===== src/include/cmf_pkg.sv =====
package cmf_pkg;

  // Register bus
  localparam int ADDR_W = 8;
  localparam int DATA_W = 32;

  // Register offsets (byte addresses)
  localparam logic [7:0] OFS_CTRL = 8'h00;
  localparam logic [7:0] OFS_CFG_A = 8'h04;
  localparam logic [7:0] OFS_CFG_B = 8'h08;
  localparam logic [7:0] OFS_OCAL_A = 8'h0C;
  localparam logic [7:0] OFS_OCAL_B = 8'h10;
  localparam logic [7:0] OFS_GCAL_A = 8'h14;
  localparam logic [7:0] OFS_GCAL_B = 8'h18;
  localparam logic [7:0] OFS_STATUS = 8'h1C;
  localparam logic [7:0] OFS_SAMPLE = 8'h20;

  // Control fields
  localparam int CTRL_CLK_SRC_BIT = 0;
  localparam int CTRL_EN_A_BIT = 1;
  localparam int CTRL_EN_B_BIT = 2;
  localparam logic CLK_SRC_INTERNAL = 1'b0;

  // Per-section configuration fields
  localparam int CFG_W = 7;
  localparam int CFG_MUX_LSB = 0;
  localparam int CFG_GAIN_LSB = 2;
  localparam int CFG_OSR_LSB = 4;
  localparam logic [6:0] CFG_RST = 7'h00;

  // Status fields
  localparam int ST_CLK_SRC_BIT = 0;
  localparam int ST_SETTLED_LSB = 1;
  localparam int ST_OVERRUN_LSB = 3;
  localparam int ST_LEVEL_LSB = 8;

  // Sample word fields
  localparam int SMP_SECTION_BIT = 24;
  localparam int SMP_VALID_BIT = 31;

  typedef enum logic [1:0] {
    CMF_IN_DIRECT = 2'h0,
    CMF_IN_INVERTED = 2'h1,
    CMF_IN_SHORT = 2'h2,
    CMF_IN_TEST_DAC = 2'h3
  } cmf_input_t;

  typedef enum logic [1:0] {
    CMF_GAIN_4 = 2'h0,
    CMF_GAIN_8 = 2'h1,
    CMF_GAIN_16 = 2'h2,
    CMF_GAIN_32 = 2'h3
  } cmf_gain_t;

  // Datapath
  localparam int ACC_W = 41;
  localparam int SAMPLE_W = 24;
  localparam int OCAL_W = 24;
  localparam int GCAL_W = 16;
  localparam int PROD_W = 43;
  localparam int DEC_W = 13;
  localparam logic [3:0] OSR_LOG_MIN = 4'h6;
  localparam logic [5:0] NORM_SHIFT_MAX = 6'h15;
  localparam int NORM_DROP = 16;
  localparam int CAL_SHIFT = 16;
  localparam logic signed [17:0] GCAL_UNITY = 18'sh10000;
  localparam logic signed [42:0] CAL_ROUND = 43'sh0008000;
  localparam logic [1:0] SETTLE_PERIODS = 2'h3;
  localparam logic [23:0] SAT_POS = 24'h7FFFFF;
  localparam logic [23:0] SAT_NEG = 24'h800000;
  localparam logic signed [42:0] CLIP_HI = 43'sh000007FFFFF;
  localparam logic signed [42:0] CLIP_LO = 43'sh7FFFF800000;

  // Sample FIFO
  localparam int FIFO_W = 25;
  localparam int FIFO_DEPTH = 8;

  // Clip a wide signed value to 24-bit full scale
  function automatic logic [23:0] cmf_clip(input logic signed [42:0] v);
    if (v > CLIP_HI) begin
      return SAT_POS;
    end else if (v < CLIP_LO) begin
      return SAT_NEG;
    end
    return v[23:0];
  endfunction

  // Switch closures {s1, s2, s3, s3n, s_tdac} for an input select
  function automatic logic [4:0] cmf_switches(input logic [1:0] sel);
    case (sel)
      CMF_IN_DIRECT: return 5'h14;
      CMF_IN_INVERTED: return 5'h12;
      CMF_IN_SHORT: return 5'h0C;
      default: return 5'h05;
    endcase
  endfunction

endpackage


===== src/hw/cmf_top.sv =====
// Contract
// RULE1: Clock-source bit picks oscillator or external clock; internal after reset.
// RULE2: Modulator clock is main clock divided by two, 50 percent duty.
// RULE3: Host disables converters before changing clock source.
// RULE4: Host keeps external clock running until switchover to internal completes.
// RULE5: Two-bit input select: direct, inverted, shorted to ground, other test DAC.
// RULE6: Two-bit gain field selects gain 4, 8, 16 or 32.
// RULE7: One-bit modulator stream taken at modulator rate, far above output rate.
// RULE8: Sinc3 decimator, decimation factor equal to oversampling ratio.
// RULE9: Both sections share one main clock and control, sampling simultaneously.
// RULE10: Three-bit field sets oversampling ratio 64 to 8192 in powers of two.
// RULE11: Subtract 24-bit offset, scale by one plus gain over 65536, round, clip.
// RULE12: Samples are 24-bit two's complement, saturating at 7FFFFF and 800000.
// RULE13: Gain codes ascend: 0 is 4, 1 is 8, 2 is 16, 3 is 32.
// RULE14: After config change discard outputs for three full decimation periods.
//
// The implementer's own choices: strobed register access and the register offsets.
`timescale 1ns/10ps
`default_nettype none

module cmf_fifo #(
  parameter int WIDTH = 25,
  parameter int DEPTH = 8
) (
  // Clock and reset
  input wire logic mclk,
  input wire logic reset_n,
  // Fill side
  input wire logic in_valid,
  output logic in_ready,
  input wire logic [WIDTH-1:0] in_data,
  // Drain side
  output logic out_valid,
  input wire logic out_ready,
  output logic [WIDTH-1:0] out_data,
  // Fill level
  output logic [$clog2(DEPTH):0] level
);
  localparam int PTR_W = $clog2(DEPTH);
  localparam logic [PTR_W:0] DEPTH_CNT = (PTR_W + 1)'(DEPTH);
  localparam logic [PTR_W-1:0] LAST_PTR = PTR_W'(DEPTH - 1);

  logic [WIDTH-1:0] mem [DEPTH];
  logic [PTR_W-1:0] wr_ptr;
  logic [PTR_W-1:0] rd_ptr;
  logic push;
  logic pop;

  assign in_ready = (level != DEPTH_CNT);
  assign out_valid = (level != '0);
  assign out_data = mem[rd_ptr];
  assign push = in_valid && in_ready;
  assign pop = out_valid && out_ready;

  always_ff @(posedge mclk) begin
    if (push) begin
      mem[wr_ptr] <= in_data;
    end
  end

  always_ff @(posedge mclk or negedge reset_n) begin
    if (!reset_n) begin
      wr_ptr <= '0;
      rd_ptr <= '0;
      level <= '0;
    end else begin
      if (push) begin
        wr_ptr <= (wr_ptr == LAST_PTR) ? '0 : wr_ptr + 1'b1;
      end
      if (pop) begin
        rd_ptr <= (rd_ptr == LAST_PTR) ? '0 : rd_ptr + 1'b1;
      end
      if (push && !pop) begin
        level <= level + 1'b1;
      end else if (pop && !push) begin
        level <= level - 1'b1;
      end
    end
  end
endmodule // cmf_fifo

module cmf_top (
  // Clock and reset
  input wire logic mclk,
  input wire logic reset_n,
  // Register port
  input wire logic [cmf_pkg::ADDR_W-1:0] reg_addr,
  input wire logic [cmf_pkg::DATA_W-1:0] reg_wdata,
  input wire logic reg_write,
  input wire logic reg_read,
  output logic [cmf_pkg::DATA_W-1:0] reg_rdata,
  // Clocking
  output logic main_clock_select,
  output logic modulator_clock,
  // Modulator bitstreams
  input wire logic mod_bit_a,
  input wire logic mod_bit_b,
  // Analog front-end controls, section A
  output logic converter_enable_a,
  output logic [1:0] current_input_select_a,
  output logic [4:0] input_switches_a,
  output logic [1:0] current_gain_select_a,
  // Analog front-end controls, section B
  output logic converter_enable_b,
  output logic [1:0] current_input_select_b,
  output logic [4:0] input_switches_b,
  output logic [1:0] current_gain_select_b
);
  import cmf_pkg::*;

  logic clk_source;
  logic [1:0] enable;
  logic [CFG_W-1:0] cfg [2];
  logic [OCAL_W-1:0] offset_correction_value [2];
  logic [GCAL_W-1:0] gain_correction_value [2];
  logic [1:0] cfg_change;
  logic [1:0] filt_clear;
  logic [1:0] mod_bit;
  logic mod_tick;
  logic signed [ACC_W-1:0] integ1 [2];
  logic signed [ACC_W-1:0] integ2 [2];
  logic signed [ACC_W-1:0] integ3 [2];
  logic signed [ACC_W-1:0] z1 [2];
  logic signed [ACC_W-1:0] z2 [2];
  logic signed [ACC_W-1:0] z3 [2];
  logic signed [ACC_W-1:0] c1 [2];
  logic signed [ACC_W-1:0] c2 [2];
  logic signed [ACC_W-1:0] c3 [2];
  logic [DEC_W-1:0] dec_cnt [2];
  logic [1:0] raw_valid;
  logic [SAMPLE_W-1:0] raw [2];
  logic [SAMPLE_W-1:0] calibrated [2];
  logic [1:0] settle [2];
  logic [1:0] pend_valid;
  logic [SAMPLE_W-1:0] pend_data [2];
  logic [1:0] overrun;
  logic fifo_in_valid;
  logic fifo_in_ready;
  logic [FIFO_W-1:0] fifo_in_data;
  logic push_sel;
  logic [1:0] accepted;
  logic fifo_out_valid;
  logic fifo_out_ready;
  logic [FIFO_W-1:0] fifo_out_data;
  logic [3:0] fifo_level;

  // Last count of a decimation period: ratio 2^(osr+6) minus one
  function automatic logic [DEC_W-1:0] dec_last(input logic [2:0] osr);
    logic [DEC_W:0] ratio;
    ratio = (DEC_W + 1)'(1) << ({1'b0, osr} + OSR_LOG_MIN);
    return DEC_W'(ratio - 1'b1);
  endfunction

  // Scale the sinc3 output (full scale 2^(3k)) to 24-bit full scale
  function automatic logic [SAMPLE_W-1:0] normalize(input logic signed [ACC_W-1:0] v,
                                                    input logic [2:0] osr);
    logic signed [ACC_W-1:0] shifted;
    logic signed [ACC_W-1:0] dropped;
    shifted = v <<< (NORM_SHIFT_MAX - 6'(3 * osr));
    dropped = shifted >>> NORM_DROP;
    return cmf_clip({{2{dropped[ACC_W-1]}}, dropped});
  endfunction

  // Offset subtract, gain scale, round and clip
  function automatic logic [SAMPLE_W-1:0] calibrate(input logic [SAMPLE_W-1:0] s,
                                                    input logic [OCAL_W-1:0] ofs,
                                                    input logic [GCAL_W-1:0] g);
    logic signed [24:0] diff;
    logic signed [17:0] mult;
    logic signed [PROD_W-1:0] prod;
    diff = $signed({s[23], s}) - $signed({ofs[23], ofs});
    mult = GCAL_UNITY + $signed({{2{g[15]}}, g});
    prod = diff * mult;
    return cmf_clip((prod + CAL_ROUND) >>> CAL_SHIFT);
  endfunction

  assign mod_bit = {mod_bit_b, mod_bit_a};

  // Register writes
  always_ff @(posedge mclk or negedge reset_n) begin
    if (!reset_n) begin
      clk_source <= CLK_SRC_INTERNAL; // RULE1
      enable <= 2'h0;
    end else if (reg_write && reg_addr == OFS_CTRL) begin
      enable <= {reg_wdata[CTRL_EN_B_BIT], reg_wdata[CTRL_EN_A_BIT]};
      // Source only switches while both converters are already off
      if (enable == 2'h0) begin // RULE3
        clk_source <= reg_wdata[CTRL_CLK_SRC_BIT]; // RULE1
      end
    end
  end

  always_ff @(posedge mclk or negedge reset_n) begin
    if (!reset_n) begin
      for (int s = 0; s < 2; s++) begin
        cfg[s] <= CFG_RST;
        offset_correction_value[s] <= '0;
        gain_correction_value[s] <= '0;
      end
    end else if (reg_write) begin
      case (reg_addr)
        OFS_CFG_A: cfg[0] <= reg_wdata[CFG_W-1:0];
        OFS_CFG_B: cfg[1] <= reg_wdata[CFG_W-1:0];
        OFS_OCAL_A: offset_correction_value[0] <= reg_wdata[OCAL_W-1:0];
        OFS_OCAL_B: offset_correction_value[1] <= reg_wdata[OCAL_W-1:0];
        OFS_GCAL_A: gain_correction_value[0] <= reg_wdata[GCAL_W-1:0];
        OFS_GCAL_B: gain_correction_value[1] <= reg_wdata[GCAL_W-1:0];
        default: ;
      endcase
    end
  end

  always_comb begin
    cfg_change[0] = reg_write && reg_addr == OFS_CFG_A && reg_wdata[CFG_W-1:0] != cfg[0];
    cfg_change[1] = reg_write && reg_addr == OFS_CFG_B && reg_wdata[CFG_W-1:0] != cfg[1];
    filt_clear = ~enable | cfg_change; // RULE14
  end

  // Shared divide-by-two modulator clock for both sections
  always_ff @(posedge mclk or negedge reset_n) begin
    if (!reset_n) begin
      modulator_clock <= 1'b0;
    end else begin
      modulator_clock <= ~modulator_clock; // RULE2 RULE9
    end
  end

  assign mod_tick = modulator_clock; // RULE7 RULE9

  // Comb differences at the decimation instant
  always_comb begin
    for (int s = 0; s < 2; s++) begin
      c1[s] = integ3[s] - z1[s]; // RULE8
      c2[s] = c1[s] - z2[s];
      c3[s] = c2[s] - z3[s];
    end
  end

  // Sinc3 integrators and decimation
  always_ff @(posedge mclk or negedge reset_n) begin
    if (!reset_n) begin
      for (int s = 0; s < 2; s++) begin
        integ1[s] <= '0;
        integ2[s] <= '0;
        integ3[s] <= '0;
        z1[s] <= '0;
        z2[s] <= '0;
        z3[s] <= '0;
        dec_cnt[s] <= '0;
        raw[s] <= '0;
      end
      raw_valid <= 2'h0;
    end else begin
      for (int s = 0; s < 2; s++) begin
        raw_valid[s] <= 1'b0;
        if (filt_clear[s]) begin
          integ1[s] <= '0;
          integ2[s] <= '0;
          integ3[s] <= '0;
          z1[s] <= '0;
          z2[s] <= '0;
          z3[s] <= '0;
          dec_cnt[s] <= '0;
        end else if (mod_tick) begin
          // Bit 1 counts as +1, bit 0 as -1
          integ1[s] <= integ1[s] + $signed({{(ACC_W-1){~mod_bit[s]}}, 1'b1}); // RULE7 RULE8
          integ2[s] <= integ2[s] + integ1[s];
          integ3[s] <= integ3[s] + integ2[s];
          if (dec_cnt[s] == dec_last(cfg[s][CFG_OSR_LSB +: 3])) begin // RULE10
            dec_cnt[s] <= '0;
            z1[s] <= integ3[s];
            z2[s] <= c1[s];
            z3[s] <= c2[s];
            raw[s] <= normalize(c3[s], cfg[s][CFG_OSR_LSB +: 3]); // RULE12
            raw_valid[s] <= 1'b1;
          end else begin
            dec_cnt[s] <= dec_cnt[s] + 1'b1;
          end
        end
      end
    end
  end

  always_comb begin
    for (int s = 0; s < 2; s++) begin
      calibrated[s] = calibrate(raw[s], offset_correction_value[s],
                                gain_correction_value[s]); // RULE11 RULE12
    end
  end

  // Settling discard, calibration and hand-off to the FIFO arbiter
  assign push_sel = ~pend_valid[0];
  assign fifo_in_valid = |pend_valid;
  assign fifo_in_data = {push_sel, pend_data[push_sel]};
  assign accepted[0] = fifo_in_ready && pend_valid[0];
  assign accepted[1] = fifo_in_ready && !pend_valid[0] && pend_valid[1];

  always_ff @(posedge mclk or negedge reset_n) begin
    if (!reset_n) begin
      for (int s = 0; s < 2; s++) begin
        settle[s] <= SETTLE_PERIODS;
        pend_data[s] <= '0;
      end
      pend_valid <= 2'h0;
    end else begin
      for (int s = 0; s < 2; s++) begin
        if (filt_clear[s]) begin
          settle[s] <= SETTLE_PERIODS; // RULE14
        end else if (raw_valid[s] && settle[s] != 2'h0) begin
          settle[s] <= settle[s] - 1'b1; // RULE14
        end
        if (raw_valid[s] && settle[s] == 2'h0 && !filt_clear[s]) begin
          pend_valid[s] <= 1'b1;
          pend_data[s] <= calibrated[s]; // RULE11
        end else if (accepted[s]) begin
          pend_valid[s] <= 1'b0;
        end
      end
    end
  end

  // Overrun: a new sample replaced one the full FIFO had not taken; set wins over clear
  always_ff @(posedge mclk or negedge reset_n) begin
    if (!reset_n) begin
      overrun <= 2'h0;
    end else begin
      for (int s = 0; s < 2; s++) begin
        if (raw_valid[s] && settle[s] == 2'h0 && !filt_clear[s] &&
            pend_valid[s] && !accepted[s]) begin
          overrun[s] <= 1'b1;
        end else if (reg_write && reg_addr == OFS_STATUS &&
                     reg_wdata[ST_OVERRUN_LSB + s]) begin
          overrun[s] <= 1'b0;
        end
      end
    end
  end

  cmf_fifo #(
    .WIDTH(FIFO_W),
    .DEPTH(FIFO_DEPTH)
  ) u_fifo (
    .mclk(mclk),
    .reset_n(reset_n),
    .in_valid(fifo_in_valid),
    .in_ready(fifo_in_ready),
    .in_data(fifo_in_data),
    .out_valid(fifo_out_valid),
    .out_ready(fifo_out_ready),
    .out_data(fifo_out_data),
    .level(fifo_level)
  );

  // Reading the sample register pops one entry
  assign fifo_out_ready = reg_read && reg_addr == OFS_SAMPLE;

  always_ff @(posedge mclk or negedge reset_n) begin
    if (!reset_n) begin
      reg_rdata <= '0;
    end else if (reg_read) begin
      reg_rdata <= '0;
      case (reg_addr)
        OFS_CTRL: begin
          reg_rdata[CTRL_CLK_SRC_BIT] <= clk_source;
          reg_rdata[CTRL_EN_A_BIT] <= enable[0];
          reg_rdata[CTRL_EN_B_BIT] <= enable[1];
        end
        OFS_CFG_A: reg_rdata[CFG_W-1:0] <= cfg[0];
        OFS_CFG_B: reg_rdata[CFG_W-1:0] <= cfg[1];
        OFS_OCAL_A: reg_rdata[OCAL_W-1:0] <= offset_correction_value[0];
        OFS_OCAL_B: reg_rdata[OCAL_W-1:0] <= offset_correction_value[1];
        OFS_GCAL_A: reg_rdata[GCAL_W-1:0] <= gain_correction_value[0];
        OFS_GCAL_B: reg_rdata[GCAL_W-1:0] <= gain_correction_value[1];
        OFS_STATUS: begin
          reg_rdata[ST_CLK_SRC_BIT] <= clk_source;
          reg_rdata[ST_SETTLED_LSB] <= enable[0] && settle[0] == 2'h0;
          reg_rdata[ST_SETTLED_LSB + 1] <= enable[1] && settle[1] == 2'h0;
          reg_rdata[ST_OVERRUN_LSB +: 2] <= overrun;
          reg_rdata[ST_LEVEL_LSB +: 4] <= fifo_level;
        end
        OFS_SAMPLE: begin
          reg_rdata[SMP_VALID_BIT] <= fifo_out_valid;
          reg_rdata[FIFO_W-1:0] <= fifo_out_valid ? fifo_out_data : '0;
        end
        default: ;
      endcase
    end
  end

  // Front-end control outputs, all from registers
  assign main_clock_select = clk_source; // RULE1
  assign converter_enable_a = enable[0];
  assign converter_enable_b = enable[1];
  assign current_input_select_a = cfg[0][CFG_MUX_LSB +: 2];
  assign current_input_select_b = cfg[1][CFG_MUX_LSB +: 2];
  assign input_switches_a = cmf_switches(cfg[0][CFG_MUX_LSB +: 2]); // RULE5
  assign input_switches_b = cmf_switches(cfg[1][CFG_MUX_LSB +: 2]); // RULE5
  assign current_gain_select_a = cfg[0][CFG_GAIN_LSB +: 2]; // RULE6 RULE13
  assign current_gain_select_b = cfg[1][CFG_GAIN_LSB +: 2]; // RULE6 RULE13

endmodule // cmf_top

`default_nettype wire


===== config.mk =====
export PLATFORM = sky130hd
export DESIGN_NAME = cmf_top
export DESIGN_NICKNAME = d
export VERILOG_FILES = /design/src/include/cmf_pkg.sv /design/src/hw/cmf_top.sv
export SDC_FILE = /design/constraint.sdc
export NUM_CORES = 2
export LEC_CHECK = 0
export BUFFER_PORTS_ARGS = -buffer_cell sky130_fd_sc_hd__buf_2
export CORE_AREA = 2 2 336 505
export DETAILED_ROUTE_END_ITERATION = 8
export DIE_AREA = 0 0 338 507
export PLACE_DENSITY = 0.86
export SLEW_MARGIN = 20
export SYNTH_ARGS = -nofsm -noshare
export SYNTH_HDL_FRONTEND = slang
export SYNTH_SLANG_ARGS = --single-unit

===== constraint.sdc =====
create_clock -name mclk -period 17.2 [get_ports mclk]
set_input_delay 0 -clock mclk [delete_from_list [all_inputs] [get_ports mclk]]
set_output_delay 0 -clock mclk [all_outputs]
set_load 0.005 [all_outputs]

After elaboration in Yosys (flattened, before gate mapping). Memory sizes are Yosys's and may differ from the RTL's. Index checks and enable logic that the tools add are counted.

Input port bits: 46. Memory bits (writable): 200. Output and inout port bits: 54. Register bits: 758. Bits in read-only memories: 0. Memories: 1. Bits in latches: 0.

Memory list: u_fifo.mem (words 8, bits a word 25, rd ports 1, clocked after Yosys merged registers in 0, wr ports 1, RTL line cmf_top.sv:43) `logic [WIDTH-1:0] mem [DEPTH];`.

Div/mod/pow operators: 0. $add $sub $neg: 32. Bitwise gates (word level): 9. Equal/unequal tests: 19. Order comparisons: 9. Reduce and logical (&&, ||, !) cells: 67. Multiply operators: 4. Muxes and demuxes: 101. Shift-type cells: 4.

Operators with widths (count): $mux 41 (30); $mux 24 (15); $sub 41x41->41 (6); $add 41x41->41 (4); $add 43x17->43 const B (2); $mul 25x18->43 (2); $add 41x2->41 (2); $sshl 41x6->41 (2); $mux 13 (6); $gt 27x24->1 const B (2); $lt 27x24->1 const B (2); $gt 25x24->1 const B (2); $lt 25x24->1 const B (2); $sub 24x24->25 (2); $add 18x16->18 const A (2); $eq 8x5->1 const B (4); $mux 1 (32); $pmux 5 s3 (2); $logic_and 1x1->1 (28); $pmux 3 s9 (1); $add 13x1->13 const B (2); $eq 13x13->1 (2); $reduce_bool 2->1 (13); $shl 1x4->13 const A (2); other kinds (38) (78).

Logic depth before layout (Yosys ltp).
Word-level depth: 11. Depth in mapped cells: 45.

By module. Synthesis repeated with hierarchy kept, for this count alone.

Cells, all modules: 10892. Area, all modules: 99356.5 sq um.

Modules (own cells, without submodules): cmf_top (cells an instance 10538, area each 91019.8 sq um, instances 1); cmf_fifo (cells an instance 354, area each 8336.7 sq um, instances 1).

Worst setup path after synthesis. No wires, ideal clock.

Kind: flip-flop to flip-flop. From: register raw[24] (netlist name). To: register pend_data[35] (netlist name). Path slack: 7323 ps. Cell stages (with the launch flop): 44. Arrival: 9743 ps. Setup time: 135 ps. Path through: dfrtp_1 -> inv_1 -> ha_1 -> inv_1 -> fa_1 -> a21o_1 -> a21oi_1 -> o21ai_0 -> a21oi_1 -> o21bai_1 -> a21oi_1 -> o21ai_0 -> or4_1 -> nand3_1 -> a31oi_1 -> a311oi_1 -> o21ai_0 -> o21ai_0 -> [... 8 more ...] -> inv_1 -> fa_1 -> inv_1 -> fa_1 -> inv_1 -> ha_1 -> a21o_1 -> a21o_1 -> a21o_1 -> a21o_1 -> a21o_1 -> a41o_1 -> a21oi_1 -> nor3b_1 -> o22ai_1 -> o21ai_0 -> clkbuf_1 -> o22ai_1.

Cells in the longest elaborated chain, start to end: 7. Elaborated cells on any way between the ends: 9.

RTL lines: start: declaration (RTL line cmf_top.sv:131) `logic [SAMPLE_W-1:0] raw [2];`; start signal: indexed assignment (RTL line cmf_top.sv:274) `raw[s] <= normalize(c3[s], cfg[s][CFG_OSR_LSB +: 3]);`; $sub 24x24->25 * (RTL line cmf_top.sv:171) `diff = $signed({s[23], s}) - $signed({ofs[23], ofs});`; $mul 25x18->43 * (RTL line cmf_top.sv:173) `prod = diff * mult;`; $add 43x17->43 * (RTL line cmf_top.sv:174) `return cmf_clip((prod + CAL_ROUND) >>> CAL_SHIFT);`; $lt 27x24->1 (RTL line cmf_pkg.sv:82) `end else if (v < CLIP_LO) begin`; $mux 1 (RTL line cmf_pkg.sv:82); $mux 1 (RTL line cmf_pkg.sv:80) `if (v > CLIP_HI) begin`; $mux 24 * (RTL line cmf_pkg.sv:85) `return v[23:0];`; end signal: indexed assignment (RTL line cmf_top.sv:314) `pend_data[s] <= calibrated[s];`; end: declaration (RTL line cmf_top.sv:135) `logic [SAMPLE_W-1:0] pend_data [2];`.

Mark *: on every way between the ends. The rest lies on a longest branch, timed or not. A chain may end at the register's enable or synchronous reset.

Final worst setup path.
From: register raw[24] (netlist name). To: register pend_data[37] (netlist name).

The elaborated chain is that of the path after synthesis.

==> results.toml <==
[timing]
hold_viol_final = 0
slew_violations = 0
fin_setup_tns_ns = 0
post-route-min-period_ns = 11.79
worstMarginPinSlew_ns = 1.26
slew_headroom_pct = 16.2
rsz0062_at_grt = "false"
setup_viol = 0
fmax_mhz = 84.8
finalCritPeriodShare_pct = 68.6
holdWs_ns = 0.0314
fin_skew_ns = 0.0341

[place]
port_buffers = 85
dpl.hpwl_mm = 199
dpl.cell_count = 12900
place.gp.congestion = 0.995

[global_route]
grt_pass1_wl_mm = 429
grt_usage_pct = 31.4
grt.overflow.total = 0
grt_max_degree = 206
grt_pass1_vias = 84300
antenna_found_initial = 6

[clock_network]
cts_max_path_buffers = 3
cts_sinks = 958
htree_levels = 3
cts_tree = "done"
cts.clk_slew.worst_paths_ns = 0.07
cts-root-buf = "clkbuf_16"
insertion_delay_ns = 0.73
cts_buffers = 94
cts_setup_buffers = 0

[job]
max_cap_violations = 0

[floorplanning]
dieWidth_um = 338
num_io_pins = 100
die_h_um = 507
die_area_sq_mm = 0.171
start_util_pct = 59.7
num_rows = 184
core_sq_mm = 0.167

[layout]
final_cells = 13100
n_fill_cell = 12800
drive_above_1_share_pct = 7.37
layout.nets = 12500
syn_to_final_growth_pct = 6.11
multiInputGateArea_sq_mm = 0.0674
regArea_sq_mm = 0.0250

[yosys]
seq_area_frac_synth_pct = 25.1
synth_edf_count = 200
synth.avg_cell_area_sq_um = 9.10
yosysMostFrequentCell = "inv_1"
synthCells = 11000
synthTopCellsByCount = "1463 x inv_1, 1050 x nand2_1, 809 x ha_1"
ys_warn_count = 0
yosys_register_bits = 958
ys_async_sr_fraction_pct = 79.1
synth_area_leaders = "dfrtp_1 19%, fa_1 16%, ha_1 10%"
synth_area_sq_mm = 0.0997
synth_cell_types = 111
synthFlopType = "dfrtp_1"
yosys.area.top_type = "dfrtp_1"
synth_top_cell_area_share_pct = 18.9

[critical_path]
slowest_delay_ns = 0.66
worst_ep_required_time_ns = 17.81
crit_fanout = 24
cp.arrival_ns = 12.41
cp-end-kind = "flip-flop"
critPathKind = "flip-flop to flip-flop"
path_common_cell = "inv_1"
cpMaxStageDelayCell = "o211a_1"
crit_family = "compound AO/OA/AOI/OAI gates"
crit_buf_inv = 8
cp-start-kind = "flip-flop"

[drt]
drt.antenna.violating_nets = 0
drtIter0Drc = 6367
vias = 80300
dr.pass1.iters = 9
viasPerCell = 6.13
wl_per_cell_um = 20.4
drc = 2
drt_wl_total_mm = 268

[min_path]
hp-class = "input port to flip-flop"

[power]
p_per_area_mw_per_mm2 = 80.8
p_leak_nw = 51.6
ir_drop_mv = 0.168

[status]
outcome = "finished with violations"
violations = "design-rule violations"
-- worst paths after layout --
path | startpoint | endpoint | slack (ns) | cells after the start
max | raw[24] | pend_data[37] | 5.41 | 42
min | mod_bit_b | integ1[1] | 0.03 | 4
max reg2reg | raw[24] | pend_data[37] | 5.41 | 42
min reg2reg | z2[42] | z2[42] | 0.48 | 2
max in group asynchronous | reset_n | gain_correction_value[14] | 13.48 | 8
min in group asynchronous | reset_n | integ1[30] | 0.45 | 4
-- metrics by stage --
step	util (%)	area, sq um	setup slack (ns)	total power [mW]
after floorplan	-	99700	7.32	5.16
after global placement	61.2	102000	5.87	6.25
after detailed placement	61.2	102000	5.66	6.37
after CTS	63.3	106000	5.58	8.51
after global routing	63.3	106000	4.78	9.05
final	63.4	106000	5.41	8.54
-- layout make-up --
cell class | count | area share (%)
Sequential cell | 958 | 23.6
Multi-Input combinational cell | 8018 | 63.7
Timing Repair Buffer | 259 | 1.83
Tap cell | 2232 | 2.64
Clock inverter | 50 | 0.554
Inverter | 1468 | 5.21
Antenna cell | 5 | 0.0118
Clock buffer | 121 | 2.39
-- kinds of logic (layout without fill, tap and decap cells) --
family	after synthesis	after routing	share of synthesized area, %
compound gates	2395	2395	15.8
flops	958	958	25.1
fa+ha+maj	1615	1615	26.3
simple gates	2855	2855	13.3
mux	551	551	6.62
buf+inv	1990	1898	7.61
other cells	2	17	0.00754
xor+xnor	590	590	5.21
-- registers in the layout, indices dropped and copies added (netlist names), 6 cells and up --
signal,count
u_fifo.mem,200
gain_correction_value,32
integ3,82
z3,82
integ2,82
z1,82
integ1,82
cfg,6
z2,82
pend_data,48
dec_cnt,26
reg_rdata,26
offset_correction_value,48
raw,48
-- where the power goes --
group / internal, mW / total [mW] / switching (mW)
Sequential: 2.33 / 2.37 / 0.0385
Clock: 1.18 / 2.12 / 0.941
Combinational: 1.50 / 4.05 / 2.55
-- cell usage in the layout, fill, tap and decap left out, types with 84 or more instances in the layout --
cell,n
xor2_1,162
and2_1,362
o21a_1,89
nand2b_1,99
a22o_1,128
buf_4,130
o21ai_0,382
fa_1,805
nand3_1,152
mux2i_1,273
inv_1,1463
ha_1,809
o21bai_1,88
dfrtp_1,746
xnor2_1,412
clkbuf_16,94
a211oi_1,105
nand2_1,1048
a21oi_1,745
buf_2,84
nor2_1,702
nor3_1,98
nor2b_1,112
edfxtp_1,200
a21o_1,278
mux2_2,212
-- worst reg2reg max path, delay by kind of cell (launching register included) --
kind	cells	cell delay [ns]
flops	1	0.43
simple gates	4	1.09
xor+xnor	1	0.16
fa+ha+maj	9	4.21
compound gates	20	4.66
buf+inv	8	1.13
-- what timing repair did --
action,4_1_cts,5_1_grt
endpoints found under the hold margin,235,0
gates resized for setup,0,0
hold buffers,36,0
-- metal layers --
layer  GRT usage (%)  vias to the layer above  routed length, um
li1                -                    36600                  -
met1            32.7                    39300              91100
met2            57.4                     3273             138000
met3            3.86                     1200              16000
met4            23.0                        0              22500
met5               0                        -                  0
No activity file was read; power rests on OpenSTA's default activity.
